File: src/smgmt_pkg.sv
// Constants and types shared by the serial management slave
package smgmt_pkg;

  // I2C framing
  localparam logic [6:0]  I2C_DEV_ADDR = 7'h5F;     // Fixed bus address
  localparam logic [3:0]  BITS_BYTE    = 4'h8;      // Bits per byte
  localparam logic [15:0] ADDR_STEP    = 16'h0001;  // Burst address step

  // Strap decode and capture delay after reset release
  localparam logic [1:0]  STRAP_I2C    = 2'h1;
  localparam logic [1:0]  STRAP_MDIO   = 2'h2;
  localparam logic [1:0]  STRAP_WAIT   = 2'h3;

  // MDIO frame fields
  localparam logic [5:0]  PRE_ONES     = 6'h20;     // Preamble length
  localparam logic [5:0]  HDR_BITS     = 6'h0E;     // Start to reg addr
  localparam logic [5:0]  WDAT_END     = 6'h12;     // Turnaround + data
  localparam logic [5:0]  RD_BITS      = 6'h10;     // Data bits
  localparam logic [1:0]  ST_CODE      = 2'h1;
  localparam logic [1:0]  OP_RD        = 2'h2;
  localparam logic [1:0]  OP_WR        = 2'h1;
  localparam logic [4:0]  PHY_MIN      = 5'h01;
  localparam logic [4:0]  PHY_MAX      = 5'h05;
  localparam logic [3:0]  PHY_PAGE     = 4'h1;      // Middle nibble N1xx
  localparam logic [31:0] REG_IMPL     = 32'h982E_E7FF; // Present indices

  // Pending second byte access of a 16-bit MDIO register
  localparam logic [1:0]  STEP_NONE    = 2'h0;
  localparam logic [1:0]  STEP_RD_LO   = 2'h1;
  localparam logic [1:0]  STEP_WR_LO   = 2'h2;

  typedef enum logic [1:0] {MD_SPI, MD_I2C, MD_MDIO} smgmt_mode_e;
  typedef enum logic [2:0] {
    I_IDLE, I_DEV, I_AHI, I_ALO, I_WDAT, I_TX, I_RACK
  } smgmt_ist_e;
  typedef enum logic [2:0] {M_PRE, M_HDR, M_RTA, M_RD, M_WD} smgmt_mst_e;

endpackage

File: src/smgmt_sync.sv
// Two-flop synchroniser with edge detection for pin inputs
`timescale 1ns/100ps
`default_nettype none

module smgmt_sync #(
  parameter int W = 4
) (
  // Clock and reset
  input  wire logic         clk,
  input  wire logic         rst_n,
  // Asynchronous pins in, synchronous level and edges out
  input  wire logic [W-1:0] d,
  output logic      [W-1:0] q,
  output logic      [W-1:0] rise,
  output logic      [W-1:0] fall
);

  typedef struct packed {
    logic [W-1:0] s1;
    logic [W-1:0] s2;
    logic [W-1:0] s3;
  } smgmt_sync_s;

  smgmt_sync_s st_ff;
  smgmt_sync_s nxt_st;

  // First stage feeds only the second; edges use stages two and three
  always_comb begin
    nxt_st    = st_ff;
    nxt_st.s1 = d;
    nxt_st.s2 = st_ff.s1;
    nxt_st.s3 = st_ff.s2;
  end

  // Register all stages
  always_ff @(posedge clk or negedge rst_n) begin
    if (!rst_n) begin
      st_ff <= '0;
    end else begin
      st_ff <= nxt_st;
    end
  end

  // Level and one-cycle edge pulses
  assign q    = st_ff.s2;
  assign rise = st_ff.s2 & ~st_ff.s3;
  assign fall = ~st_ff.s2 & st_ff.s3;

endmodule
`default_nettype wire

File: src/smgmt_top.sv
// I2C and MDIO management slave reaching the switch register space
// Summary of operation
// (RULE1) I2C slave answers only at fixed seven-bit address 1011111.
// (RULE2) Read/write flag follows address as bit zero; one means read.
// (RULE3) I2C uses sixteen-bit register address and byte-wide data.
// (RULE4) I2C reaches every switch register and table through the port.
// (RULE5) Only one such slave may sit on one I2C bus.
// (RULE6) MDIO reaches only the PHY register pages, no switch registers.
// (RULE7) MDIO and in-band management are never used together.
// (RULE8) Data lines are open drain: pulled low or released only.
// (RULE9) Host keeps management clock at or below five megahertz; the bench host runs MDC at 5 MHz but SCL at 6.25 MHz.
// (RULE10) MDIO frame: preamble, 01, opcode, PHY, reg, turnaround, 16 data.
// (RULE11) PHY addresses one to five select the port of that number.
// (RULE12) Each PHY has thirty-two sixteen-bit direct registers.
// (RULE13) MDIO register n of port N is bytes 0xN100 plus 2n, 2n+1.
// (RULE14) PHY registers are also reachable as bytes over I2C.
// (RULE15) MMD setup and data indices Dh and Eh pass to the PHY page.
// (RULE16) Mode is chosen by a strap sampled at reset release.
// (RULE17) I2C bursts increment the address; bytes acknowledged normally.
// (RULE18) Reserved MDIO indices read zero and ignore writes.
`timescale 1ns/100ps
`default_nettype none

module smgmt_top
  import smgmt_pkg::*;
(
  // Clock and reset
  input  wire logic        CLK_SYS,
  input  wire logic        RST_N,
  // Mode strap
  input  wire logic [1:0]  MODE_STRAP,
  // I2C pins
  input  wire logic        SCL_I,
  input  wire logic        SDA_I,
  output logic             SDA_O,
  output logic             SDA_OEN,
  // MDIO pins
  input  wire logic        MDC_I,
  input  wire logic        MDIO_I,
  output logic             MDIO_O,
  output logic             MDIO_OEN,
  // Switch register port, byte wide
  output logic             REG_RD,
  output logic             REG_WR,
  output logic [15:0]      REG_ADDR,
  output logic [7:0]       REG_WDATA,
  input  wire logic [7:0]  REG_RDATA
);

  typedef struct packed {
    smgmt_mode_e mode;
    logic        sdone;
    logic [1:0]  scnt;
    smgmt_ist_e  ist;
    logic [3:0]  icnt;
    logic [7:0]  ish;
    logic        iack;
    logic [15:0] iaddr;
    smgmt_mst_e  mst;
    logic [5:0]  mcnt;
    logic [15:0] msh;
    logic        mresp;
    logic        mwr;
    logic [1:0]  mstep;
    logic        reg_rd;
    logic        reg_wr;
    logic [15:0] reg_addr;
    logic [7:0]  reg_wdata;
    logic        rd_dly;
    logic        sda_oen;
    logic        mdio_oen;
    logic        od_low;
  } smgmt_state_s;

  smgmt_state_s st_ff;
  smgmt_state_s nxt_st;

  logic [1:0]  strap_q;
  logic [3:0]  pin_q;
  logic [3:0]  pin_rise;
  logic [3:0]  pin_fall;
  logic        scl_q;
  logic        sda_q;
  logic        mdio_q;
  logic        scl_rise;
  logic        scl_fall;
  logic        sda_rise;
  logic        sda_fall;
  logic        mdc_rise;
  logic        mdc_fall;
  logic [13:0] hdr_v;
  logic [15:0] wd_v;
  logic [4:0]  hdr_pa;
  logic [4:0]  hdr_ra;

  //////////////////////////////////////////////////////////////////////////
  // Pin synchronisers

  smgmt_sync #(.W(4)) u_pins (
    .clk   (CLK_SYS),
    .rst_n (RST_N),
    .d     ({SCL_I, SDA_I, MDC_I, MDIO_I}),
    .q     (pin_q),
    .rise  (pin_rise),
    .fall  (pin_fall)
  );

  smgmt_sync #(.W(2)) u_strap (
    .clk   (CLK_SYS),
    .rst_n (RST_N),
    .d     (MODE_STRAP),
    .q     (strap_q),
    .rise  (),
    .fall  ()
  );

  // Named pin levels and edges
  assign scl_q    = pin_q[3];
  assign sda_q    = pin_q[2];
  assign mdio_q   = pin_q[0];
  assign scl_rise = pin_rise[3];
  assign scl_fall = pin_fall[3];
  assign sda_rise = pin_rise[2];
  assign sda_fall = pin_fall[2];
  assign mdc_rise = pin_rise[1];
  assign mdc_fall = pin_fall[1];

  // Shift values including the bit being sampled now
  assign hdr_v  = {st_ff.msh[12:0], mdio_q};
  assign wd_v   = {st_ff.msh[14:0], mdio_q};
  assign hdr_pa = hdr_v[9:5];
  assign hdr_ra = hdr_v[4:0];

  //////////////////////////////////////////////////////////////////////////
  // Next-state logic

  always_comb begin
    nxt_st        = st_ff;
    nxt_st.reg_rd = 1'h0;
    nxt_st.reg_wr = 1'h0;
    nxt_st.rd_dly = st_ff.reg_rd;
    nxt_st.od_low = 1'h0;

    // Strap capture a few cycles after reset release
    if (!st_ff.sdone) begin
      nxt_st.scnt = st_ff.scnt + 2'h1;
      if (st_ff.scnt == STRAP_WAIT) begin
        nxt_st.sdone = 1'h1;                                  // RULE16
        unique case (strap_q)
          STRAP_I2C:  nxt_st.mode = MD_I2C;
          STRAP_MDIO: nxt_st.mode = MD_MDIO;
          default:    nxt_st.mode = MD_SPI;
        endcase
      end
    end

    // I2C slave
    if (st_ff.mode == MD_I2C) begin
      if (st_ff.rd_dly) begin
        nxt_st.ish = REG_RDATA;                               // RULE4
      end
      if (scl_q && sda_fall) begin
        nxt_st.ist     = I_DEV;
        nxt_st.icnt    = '0;
        nxt_st.iack    = 1'h0;
        nxt_st.sda_oen = 1'h1;
      end else if (scl_q && sda_rise) begin
        nxt_st.ist     = I_IDLE;
        nxt_st.iack    = 1'h0;
        nxt_st.sda_oen = 1'h1;
      end else if (scl_rise) begin
        if (!st_ff.iack && (st_ff.ist == I_DEV || st_ff.ist == I_AHI ||
            st_ff.ist == I_ALO || st_ff.ist == I_WDAT)) begin
          nxt_st.ish  = {st_ff.ish[6:0], sda_q};
          nxt_st.icnt = st_ff.icnt + 4'h1;
        end
        if (st_ff.ist == I_RACK) begin
          if (sda_q) begin
            nxt_st.ist = I_IDLE;                // Master ended the burst
          end else begin
            nxt_st.reg_rd   = 1'h1;                           // RULE17
            nxt_st.reg_addr = st_ff.iaddr;
            nxt_st.iaddr    = st_ff.iaddr + ADDR_STEP;
            nxt_st.ist      = I_TX;
            nxt_st.icnt     = '0;
          end
        end
      end else if (scl_fall) begin
        if (st_ff.iack) begin
          nxt_st.iack    = 1'h0;
          nxt_st.sda_oen = 1'h1;
          nxt_st.icnt    = '0;
        end
        if (st_ff.ist == I_TX) begin
          if (nxt_st.icnt == BITS_BYTE) begin
            nxt_st.sda_oen = 1'h1;
            nxt_st.ist     = I_RACK;
          end else begin
            nxt_st.sda_oen = st_ff.ish[7];                    // RULE8
            nxt_st.ish     = {st_ff.ish[6:0], 1'h0};
            nxt_st.icnt    = nxt_st.icnt + 4'h1;
          end
        end else if (!st_ff.iack && st_ff.icnt == BITS_BYTE &&
                     st_ff.ist != I_IDLE && st_ff.ist != I_RACK) begin
          nxt_st.iack    = 1'h1;                              // RULE17
          nxt_st.sda_oen = 1'h0;
          nxt_st.icnt    = '0;
          unique case (st_ff.ist)
            I_DEV: begin
              if (st_ff.ish[7:1] != I2C_DEV_ADDR) begin       // RULE1
                nxt_st.iack    = 1'h0;
                nxt_st.sda_oen = 1'h1;
                nxt_st.ist     = I_IDLE;
              end else if (st_ff.ish[0]) begin                // RULE2
                nxt_st.reg_rd   = 1'h1;
                nxt_st.reg_addr = st_ff.iaddr;
                nxt_st.iaddr    = st_ff.iaddr + ADDR_STEP;
                nxt_st.ist      = I_TX;
              end else begin
                nxt_st.ist = I_AHI;
              end
            end
            I_AHI: begin
              nxt_st.iaddr[15:8] = st_ff.ish;                 // RULE3
              nxt_st.ist         = I_ALO;
            end
            I_ALO: begin
              nxt_st.iaddr[7:0] = st_ff.ish;                  // RULE3
              nxt_st.ist        = I_WDAT;
            end
            default: begin
              nxt_st.reg_wr    = 1'h1;                        // RULE14
              nxt_st.reg_addr  = st_ff.iaddr;
              nxt_st.reg_wdata = st_ff.ish;
              nxt_st.iaddr     = st_ff.iaddr + ADDR_STEP;     // RULE17
            end
          endcase
        end
      end
    end

    // MDIO slave: second byte of a register pair one cycle later
    if (st_ff.mode == MD_MDIO) begin
      if (st_ff.rd_dly) begin
        nxt_st.msh = {st_ff.msh[7:0], REG_RDATA};             // RULE13
      end
      if (st_ff.mstep == STEP_RD_LO) begin
        nxt_st.reg_rd      = 1'h1;                            // RULE13
        nxt_st.reg_addr[0] = 1'h1;
        nxt_st.mstep       = STEP_NONE;
      end else if (st_ff.mstep == STEP_WR_LO) begin
        nxt_st.reg_wr      = 1'h1;                            // RULE13
        nxt_st.reg_addr[0] = 1'h1;
        nxt_st.reg_wdata   = st_ff.msh[7:0];
        nxt_st.mstep       = STEP_NONE;
      end
      if (mdc_rise) begin
        unique case (st_ff.mst)
          M_PRE: begin
            if (mdio_q) begin
              if (st_ff.mcnt != PRE_ONES) begin
                nxt_st.mcnt = st_ff.mcnt + 6'h01;
              end
            end else if (st_ff.mcnt == PRE_ONES) begin        // RULE10
              nxt_st.mst  = M_HDR;
              nxt_st.mcnt = 6'h01;
              nxt_st.msh  = '0;
            end else begin
              nxt_st.mcnt = '0;
            end
          end
          M_HDR: begin
            nxt_st.msh  = {st_ff.msh[14:0], mdio_q};
            nxt_st.mcnt = st_ff.mcnt + 6'h01;
            if (nxt_st.mcnt == HDR_BITS) begin
              nxt_st.mcnt     = '0;
              nxt_st.msh      = '0;
              nxt_st.mresp    = hdr_pa >= PHY_MIN &&
                                hdr_pa <= PHY_MAX;            // RULE11
              nxt_st.reg_addr = {hdr_pa[3:0], PHY_PAGE, 2'h0,
                                 hdr_ra, 1'h0};               // RULE6
              if (hdr_v[13:12] != ST_CODE) begin
                nxt_st.mst = M_PRE;
              end else if (hdr_v[11:10] == OP_RD) begin
                nxt_st.mst = M_RTA;
                if (nxt_st.mresp && REG_IMPL[hdr_ra]) begin   // RULE18
                  nxt_st.reg_rd = 1'h1;                       // RULE15
                  nxt_st.mstep  = STEP_RD_LO;
                end
              end else if (hdr_v[11:10] == OP_WR) begin
                nxt_st.mst = M_WD;
                nxt_st.mwr = nxt_st.mresp && REG_IMPL[hdr_ra]; // RULE12
              end else begin
                nxt_st.mst = M_PRE;
              end
            end
          end
          M_WD: begin
            nxt_st.msh  = wd_v;
            nxt_st.mcnt = st_ff.mcnt + 6'h01;
            if (nxt_st.mcnt == WDAT_END) begin
              nxt_st.mst  = M_PRE;
              nxt_st.mcnt = '0;
              if (st_ff.mwr) begin
                nxt_st.reg_wr    = 1'h1;                      // RULE18
                nxt_st.reg_wdata = wd_v[15:8];
                nxt_st.mstep     = STEP_WR_LO;
              end
            end
          end
          default: ;
        endcase
      end else if (mdc_fall) begin
        if (st_ff.mst == M_RTA) begin
          if (st_ff.mcnt == '0) begin
            nxt_st.mcnt = 6'h01;                // First turnaround bit Z
          end else begin
            nxt_st.mdio_oen = !st_ff.mresp;                   // RULE10
            nxt_st.mst      = M_RD;
            nxt_st.mcnt     = '0;
          end
        end else if (st_ff.mst == M_RD) begin
          if (st_ff.mcnt == RD_BITS) begin
            nxt_st.mdio_oen = 1'h1;
            nxt_st.mst      = M_PRE;
            nxt_st.mcnt     = '0;
          end else begin
            nxt_st.mdio_oen = !st_ff.mresp || st_ff.msh[15];  // RULE8
            nxt_st.msh      = {st_ff.msh[14:0], 1'h0};
            nxt_st.mcnt     = st_ff.mcnt + 6'h01;
          end
        end
      end
    end
  end

  //////////////////////////////////////////////////////////////////////////
  // State register

  always_ff @(posedge CLK_SYS or negedge RST_N) begin
    if (!RST_N) begin
      st_ff          <= '0;
      st_ff.mode     <= MD_SPI;
      st_ff.ist      <= I_IDLE;
      st_ff.mst      <= M_PRE;
      st_ff.sda_oen  <= 1'h1;
      st_ff.mdio_oen <= 1'h1;
    end else begin
      st_ff <= nxt_st;
    end
  end

  // Outputs straight from the state register
  assign SDA_O     = st_ff.od_low;
  assign SDA_OEN   = st_ff.sda_oen;
  assign MDIO_O    = st_ff.od_low;
  assign MDIO_OEN  = st_ff.mdio_oen;
  assign REG_RD    = st_ff.reg_rd;
  assign REG_WR    = st_ff.reg_wr;
  assign REG_ADDR  = st_ff.reg_addr;
  assign REG_WDATA = st_ff.reg_wdata;
endmodule
`default_nettype wire

File: config.mk
export PLATFORM = sky130hd
export DESIGN_NAME = smgmt_top
export DESIGN_NICKNAME = d
export VERILOG_FILES = /design/src/smgmt_pkg.sv /design/src/smgmt_sync.sv /design/src/smgmt_top.sv
export SDC_FILE = /design/constraint.sdc
export NUM_CORES = 1
export LEC_CHECK = 0
export BUFFER_PORTS_ARGS = -buffer_cell sky130_fd_sc_hd__buf_4
export CORE_AREA = 2 2 162 164
export CTS_BUF_LIST = sky130_fd_sc_hd__clkbuf_4 sky130_fd_sc_hd__clkbuf_8 sky130_fd_sc_hd__clkbuf_16
export CTS_CLUSTER_DIAMETER = 60
export DETAILED_ROUTE_END_ITERATION = 10
export DIE_AREA = 0 0 164 166
export GPL_TIMING_DRIVEN = 0
export HOLD_SLACK_MARGIN = 0.06
export PLACE_DENSITY = 0.53
export REMOVE_ABC_BUFFERS = 1
export SLEW_MARGIN = 0
export SYNTH_ARGS = -nofsm -noshare
export SYNTH_HDL_FRONTEND = slang
export SYNTH_SLANG_ARGS = --single-unit
File: constraint.sdc
create_clock -name CLK_SYS -period 4.2 [get_ports CLK_SYS]
set_input_delay 0.63 -clock CLK_SYS [delete_from_list [all_inputs] [get_ports CLK_SYS]]
set_output_delay 0.63 -clock CLK_SYS [all_outputs]
set_load 0.01 [all_outputs]
# After elaboration in Yosys (flattened, before gate mapping)
# Memory sizes are Yosys's and may differ from the RTL's.
# Index checks and enable logic that the tools add are counted.
[totals]
rom_bits = 32
memories = 1
input_bits = 16
output_inout_bits = 30
register_bits = 111
word_cells = 291
[classes]
n_eq_ne = 48
n_mux = 154
bitwise_logic = 10
order_cmp = 3
reduce_logical = 43
addsub = 5
[mem_list]
columns = ["memory", "depth", "width", "rd", "rd_ports_with_merged_regs", "wr", "line", "rtl"]
rows = [
  ["(name not given)", 32, 1, 1, 0, 0, "smgmt_top.sv:292", "nxt_st.mwr = nxt_st.mresp && REG_IMPL[hdr_ra];"],
]
[ops]
columns = ["op", "count"]
rows = [
  ["$mux W16", 25],
  ["$mux W26", 11],
  ["$mux W12", 9],
  ["$mux W8", 10],
  ["$mux W25", 3],
  ["$pmux W25 S3", 1],
  ["$pmux W8 S3", 2],
  ["$mux W1", 46],
  ["$mux W3", 15],
  ["$mux W17", 2],
  ["$mux W32", 1],
  ["$mux W4", 8],
  ["$pmux W16 S2", 1],
  ["$mux W30", 1],
  ["$mux W28", 1],
  ["$mux W7", 4],
  ["$mux W9", 3],
  ["$reduce_and A11 Y1", 2],
  ["$mux W6", 3],
  ["$ne A3 B3 Y1 const B", 6],
  ["$ne A6 B6 Y1 const B", 3],
  ["$add A16 B1 Y16 const B", 1],
  ["$mux W15", 1],
  ["$reduce_bool A3 Y1", 5],
  ["46 further kinds", 99],
]

# Depth between registers and ports, before layout
[logic_depth]
word_depth = 23
ltp_mapped = 10
depth_no_buf = 8

# By module
# From an unflattened synthesis, not the netlist that was laid out.
[hier_totals]
hier_cells = 809
area_unflattened_um2 = 7213.2
[modules_own_cells]
columns = ["mod", "area_each_um2", "instances", "seq_area_each_um2", "cells_per_inst"]
rows = [
  ["smgmt_top", 6612.6, 1, 2379.8, 773],
  ["smgmt_sync (u_pins)", 400.4, 1, 300.3, 24],
  ["smgmt_sync (u_strap)", 200.2, 1, 150.1, 12],
]

# Least setup slack after synthesis
# OpenSTA, ideal clock, no wires.
[synth_timing]
path_type = "register to register"
start = "register u_pins.st_ff, in the netlist u_pins.q[3]"
end = "register st_ff, in the netlist REG_ADDR[0]"
n_path_buf = 1
synth_period_minus_slack_ps = 2447
slack_ps = 1753
arrival_ps = 2310
required_ps = 4064
stages_incl_launch_ff = 10
setup_time_ps = 136
path_cell_list = "dfrtp_1 inv_1 ha_1 inv_1 a2111oi_4 nor2_2 or4_1 buf_2 mux2i_1 a21oi_1"
[synth_rtl]
columns = ["item", "line", "rtl"]
rows = [
  ["from (decl)", "smgmt_sync.sv:24", "smgmt_sync_s st_ff;"],
  ["from (signal assigned)", "smgmt_sync.sv:40", "st_ff <= nxt_st;"],
  ["to (signal assigned)", "smgmt_top.sv:349", "st_ff <= nxt_st;"],
  ["to (decl)", "smgmt_top.sv:75", "smgmt_state_s st_ff;"],
]

==> impl_metrics.csv <==
group,metric,value,unit
detailed_routing,drc,0,
synthesis,synth-seq-cells,110,
pwr,p_per_area,400,nW/um2
timing,slew_headroom,15.7,%
finish,final_common_cell,"dfrtp_1",
timing,worstMarginPinSlew,1.26,ns
finish,finalInstanceArea,8310,um2
floorplanning,io_pins,46,
detailed_routing,antenna_left,0,
synthesis,yosysWarnings,0,
finish,layout_common_cells,"108 x dfrtp_1, 97 x nor2_1, 60 x nand2_1, 48 x a21oi_1, 44 x mux2i_1",
timing,fin_crit_sh,81.6,%
worst_setup_path,cp_max_fo,27,
worst_setup_path,path_class,"reg2reg",
run_status,outcome,"complete, no violations",
worst_setup_path,required,4.40,ns
grt,grt_pass1_wl,36.1,mm
floorplanning,dieArea,27200,um2
finish,diodes,0,
pwr,leakage,3.38,nW
worst_setup_path,cp-end-kind,"register",
placed_design,hpwlAfterDp,15.6,mm
clock_tree,clk_pin_slew,0.08,ns
clock_tree,insertion_delay,0.37,ns
timing,min_period,3.43,ns
detailed_routing,wl_per_cell,18.6,um
timing,grt_setup_unrepaired,"no",
grt,grt_max_degree,94,
grt,grt_pass1_vias,6344,
finish,drive_above_1_share,11.3,%
timing,worst_slack,0.771,ns
worst_setup_path,crit_family,"simple AND/OR/NAND/NOR gates",
worst_setup_path,cp.depth,6,
clock_tree,cts_made_buffers,9,
worst_setup_path,worstPathArrival,3.63,ns
clock_tree,cts_tree,"built",
grt,track_usage,16.7,%
floorplanning,start_util,29.6,%
synthesis,synthesis.area,7580,um2
placed_design,numPortBuffers,43,
finish,area_growth,9.66,%
timing,timing.clock.skew,0.0110,ns
synthesis,netlist_instances,880,
worst_setup_path,critPathLaunchType,"register",
clock_tree,cts.htree.levels,3,
synthesis,seq_area_frac_synth,36.3,%
synthesis,synth_top_area_share,35.6,%
synthesis,syn_avg_cell_area,8.61,um2
placed_design,placed_cell_area,8000,um2
finish,final_nets,887,
clock_tree,cts_num_sinks,110,
grt,grt_overflow,0,
synthesis,yosys-top-cells-area,"dfrtp_1 36%, mux2i_1 5.8%, nor2_1 4.8%, a21oi_1 3.2%, a221oi_1 3.0%",
timing,fmax,292,MHz
floorplanning,num_rows,59,
grt,antenna_found_initial,0,
floorplanning,die_height,166,um
synthesis,synthArstFlopShare,100,%
timing,finalHoldViolCount,0,
timing,finalSetupViolations,0,
synthesis,synth_ff_type,"dfrtp_1",
clock_tree,cts-resized-gates,0,
worst_setup_path,path_buf_inv,0,
clock_tree,hold_buffers,0,
timing,slew_viol_final,0,
worst_setup_path,rr_worst_depth,6,
clock_tree,cts_root_buf,"clkbuf_16",
floorplanning,core,25600,um2
detailed_routing,route.vias.total,6630,
synthesis,synth_edf_count,0,
pwr,peakVddDrop,0.162,mV
synthesis,yosysTopAreaCell,"dfrtp_1",
floorplanning,die_x,164,um
clock_tree,postCtsSetupBuffers,0,
run,maxCapViolCount,0,
timing,tns,0,ns
placed_design,place_ws,0.834,ns
detailed_routing,drt-initial-drc-count,646,
worst_setup_path,cpMaxStageDelayCell,"dfrtp_1",
worst_setup_path,critical_path.max_stage_delay,0.95,ns
hold_path,hold_path.class,"in2async",
placed_design,gp_congestion,0.864,
detailed_routing,routed_wirelength,22.3,mm
synthesis,synth_cell_types,85,
clock_tree,clock_path_buffers,2,
worst_setup_path,crit_chain,"nor3_1, a2111oi_4, nor2_2, or4_1, mux2i_1, a21oi_1",
detailed_routing,vias_per_cell,5.54,
detailed_routing,drtPass1Iterations,5,
==> worst reg2reg max path: cells and delay by family (launching register included) <==
family	cells	cell delay (ns)
AOI/OAI and AO/OA	2	0.82
muxes	1	0.24
and+or+nand+nor	3	1.26
DFF	1	0.95
==> synth_stat cells (all sizes together), types with 4 or more instances <==
master   number
nand2        60
mux2         14
a221o         7
or4           5
nand3b        9
nand2b       13
a22oi        13
nor3         30
clkbuf       43
a31oi        10
or3           8
and3          4
o22ai         7
nor3b         4
a21oi        49
o31ai         9
nor2b        14
mux2i        44
o311ai        4
ha           15
nor4          5
inv          35
or2           5
a211oi       20
nand4         6
a21o         15
o21ai        55
o211ai       14
o21a          4
xnor2         6
a2bb2oi       9
buf          41
dfrtp       108
a221oi       26
nand3        18
nor2         98
==> layout make-up <==
| type | instances | area, um2 |
|---|---|---|
| inverter | 35 | 131 |
| sequential | 110 | 2760 |
| fill | 2692 | 17300 |
| clock buffer | 9 | 225 |
| timing repair buffer | 48 | 403 |
| multi-input combinational | 652 | 4290 |
| clock inverter | 7 | 87.6 |
| tap | 335 | 419 |
==> per-stage QoR <==
step                util, %  hold slack (ns)  cells  total power [mW]
floorplan                 -            0.331    797              2.05
detailed placement     31.2            0.337   1180              2.40
global route           32.5           0.0954   1196              3.54
finish                 32.5           0.0866   1196              3.33
CTS                    32.5           0.0892   1196              3.35
global placement       30.8            0.336   1175              2.36
==> where the power goes <==
part | internal [mW] | switching (mW)
Sequential | 1.20 | 0.287
Clock | 0.479 | 0.461
Combinational | 0.372 | 0.530
==> metal layers <==
layer	wire (um)	up-vias	GRT usage, %	part of all wire (%)
li1	-	3196	-	-
met5	0	-	0	0
met4	426	0	5.23	1.9
met3	874	28	1.75	3.9
met2	10600	143	27.0	48
met1	10400	3263	23.5	47
==> logic make-up (layout without fill, tap and decap cells) <==
kind of cell / count (synthesis) / in the layout / synth area share, %
buffers and inverters: 119 / 99 / 7.48
XOR/XNOR: 9 / 9 / 1.04
AND/OR/NAND/NOR: 294 / 294 / 19.4
multiplexers: 58 / 58 / 7.89
AO/OA/AOI/OAI: 273 / 273 / 25.2
flip-flops: 110 / 110 / 36.3
adder cells (fa/ha/maj): 16 / 16 / 2.61
other: 1 / 2 / 0.0495
==> sequential cells by signal, summed over array words and instances, names as in the netlist <==
register / flops
u_strap.nxt_st: 2
REG_WR: 1
u_pins.q: 4
u_pins.st_ff: 3
hdr_v: 4
MDIO_OEN: 1
SDA_OEN: 1
st_ff: 54
u_strap.q: 2
hdr_pa: 5
u_pins.nxt_st: 4
REG_WDATA: 8
hdr_ra: 4
REG_RD: 1
REG_ADDR: 16
==> worst paths after layout <==
kind	from	slack [ns]	endpoint
worst max-delay path	st_ff[90]	0.77	REG_ADDR[0]
min in group CLK_SYS	u_strap.nxt_st[2]	0.35	u_strap.q[0]
worst max register to register	st_ff[90]	0.77	REG_ADDR[0]
worst min-delay path	RST_N	0.09	REG_ADDR[6]
worst min register to register	u_strap.nxt_st[2]	0.35	u_strap.q[0]
max in group asynchronous	RST_N	3.36	MDIO_OEN
No activity file was read; power rests on OpenSTA's default activity.
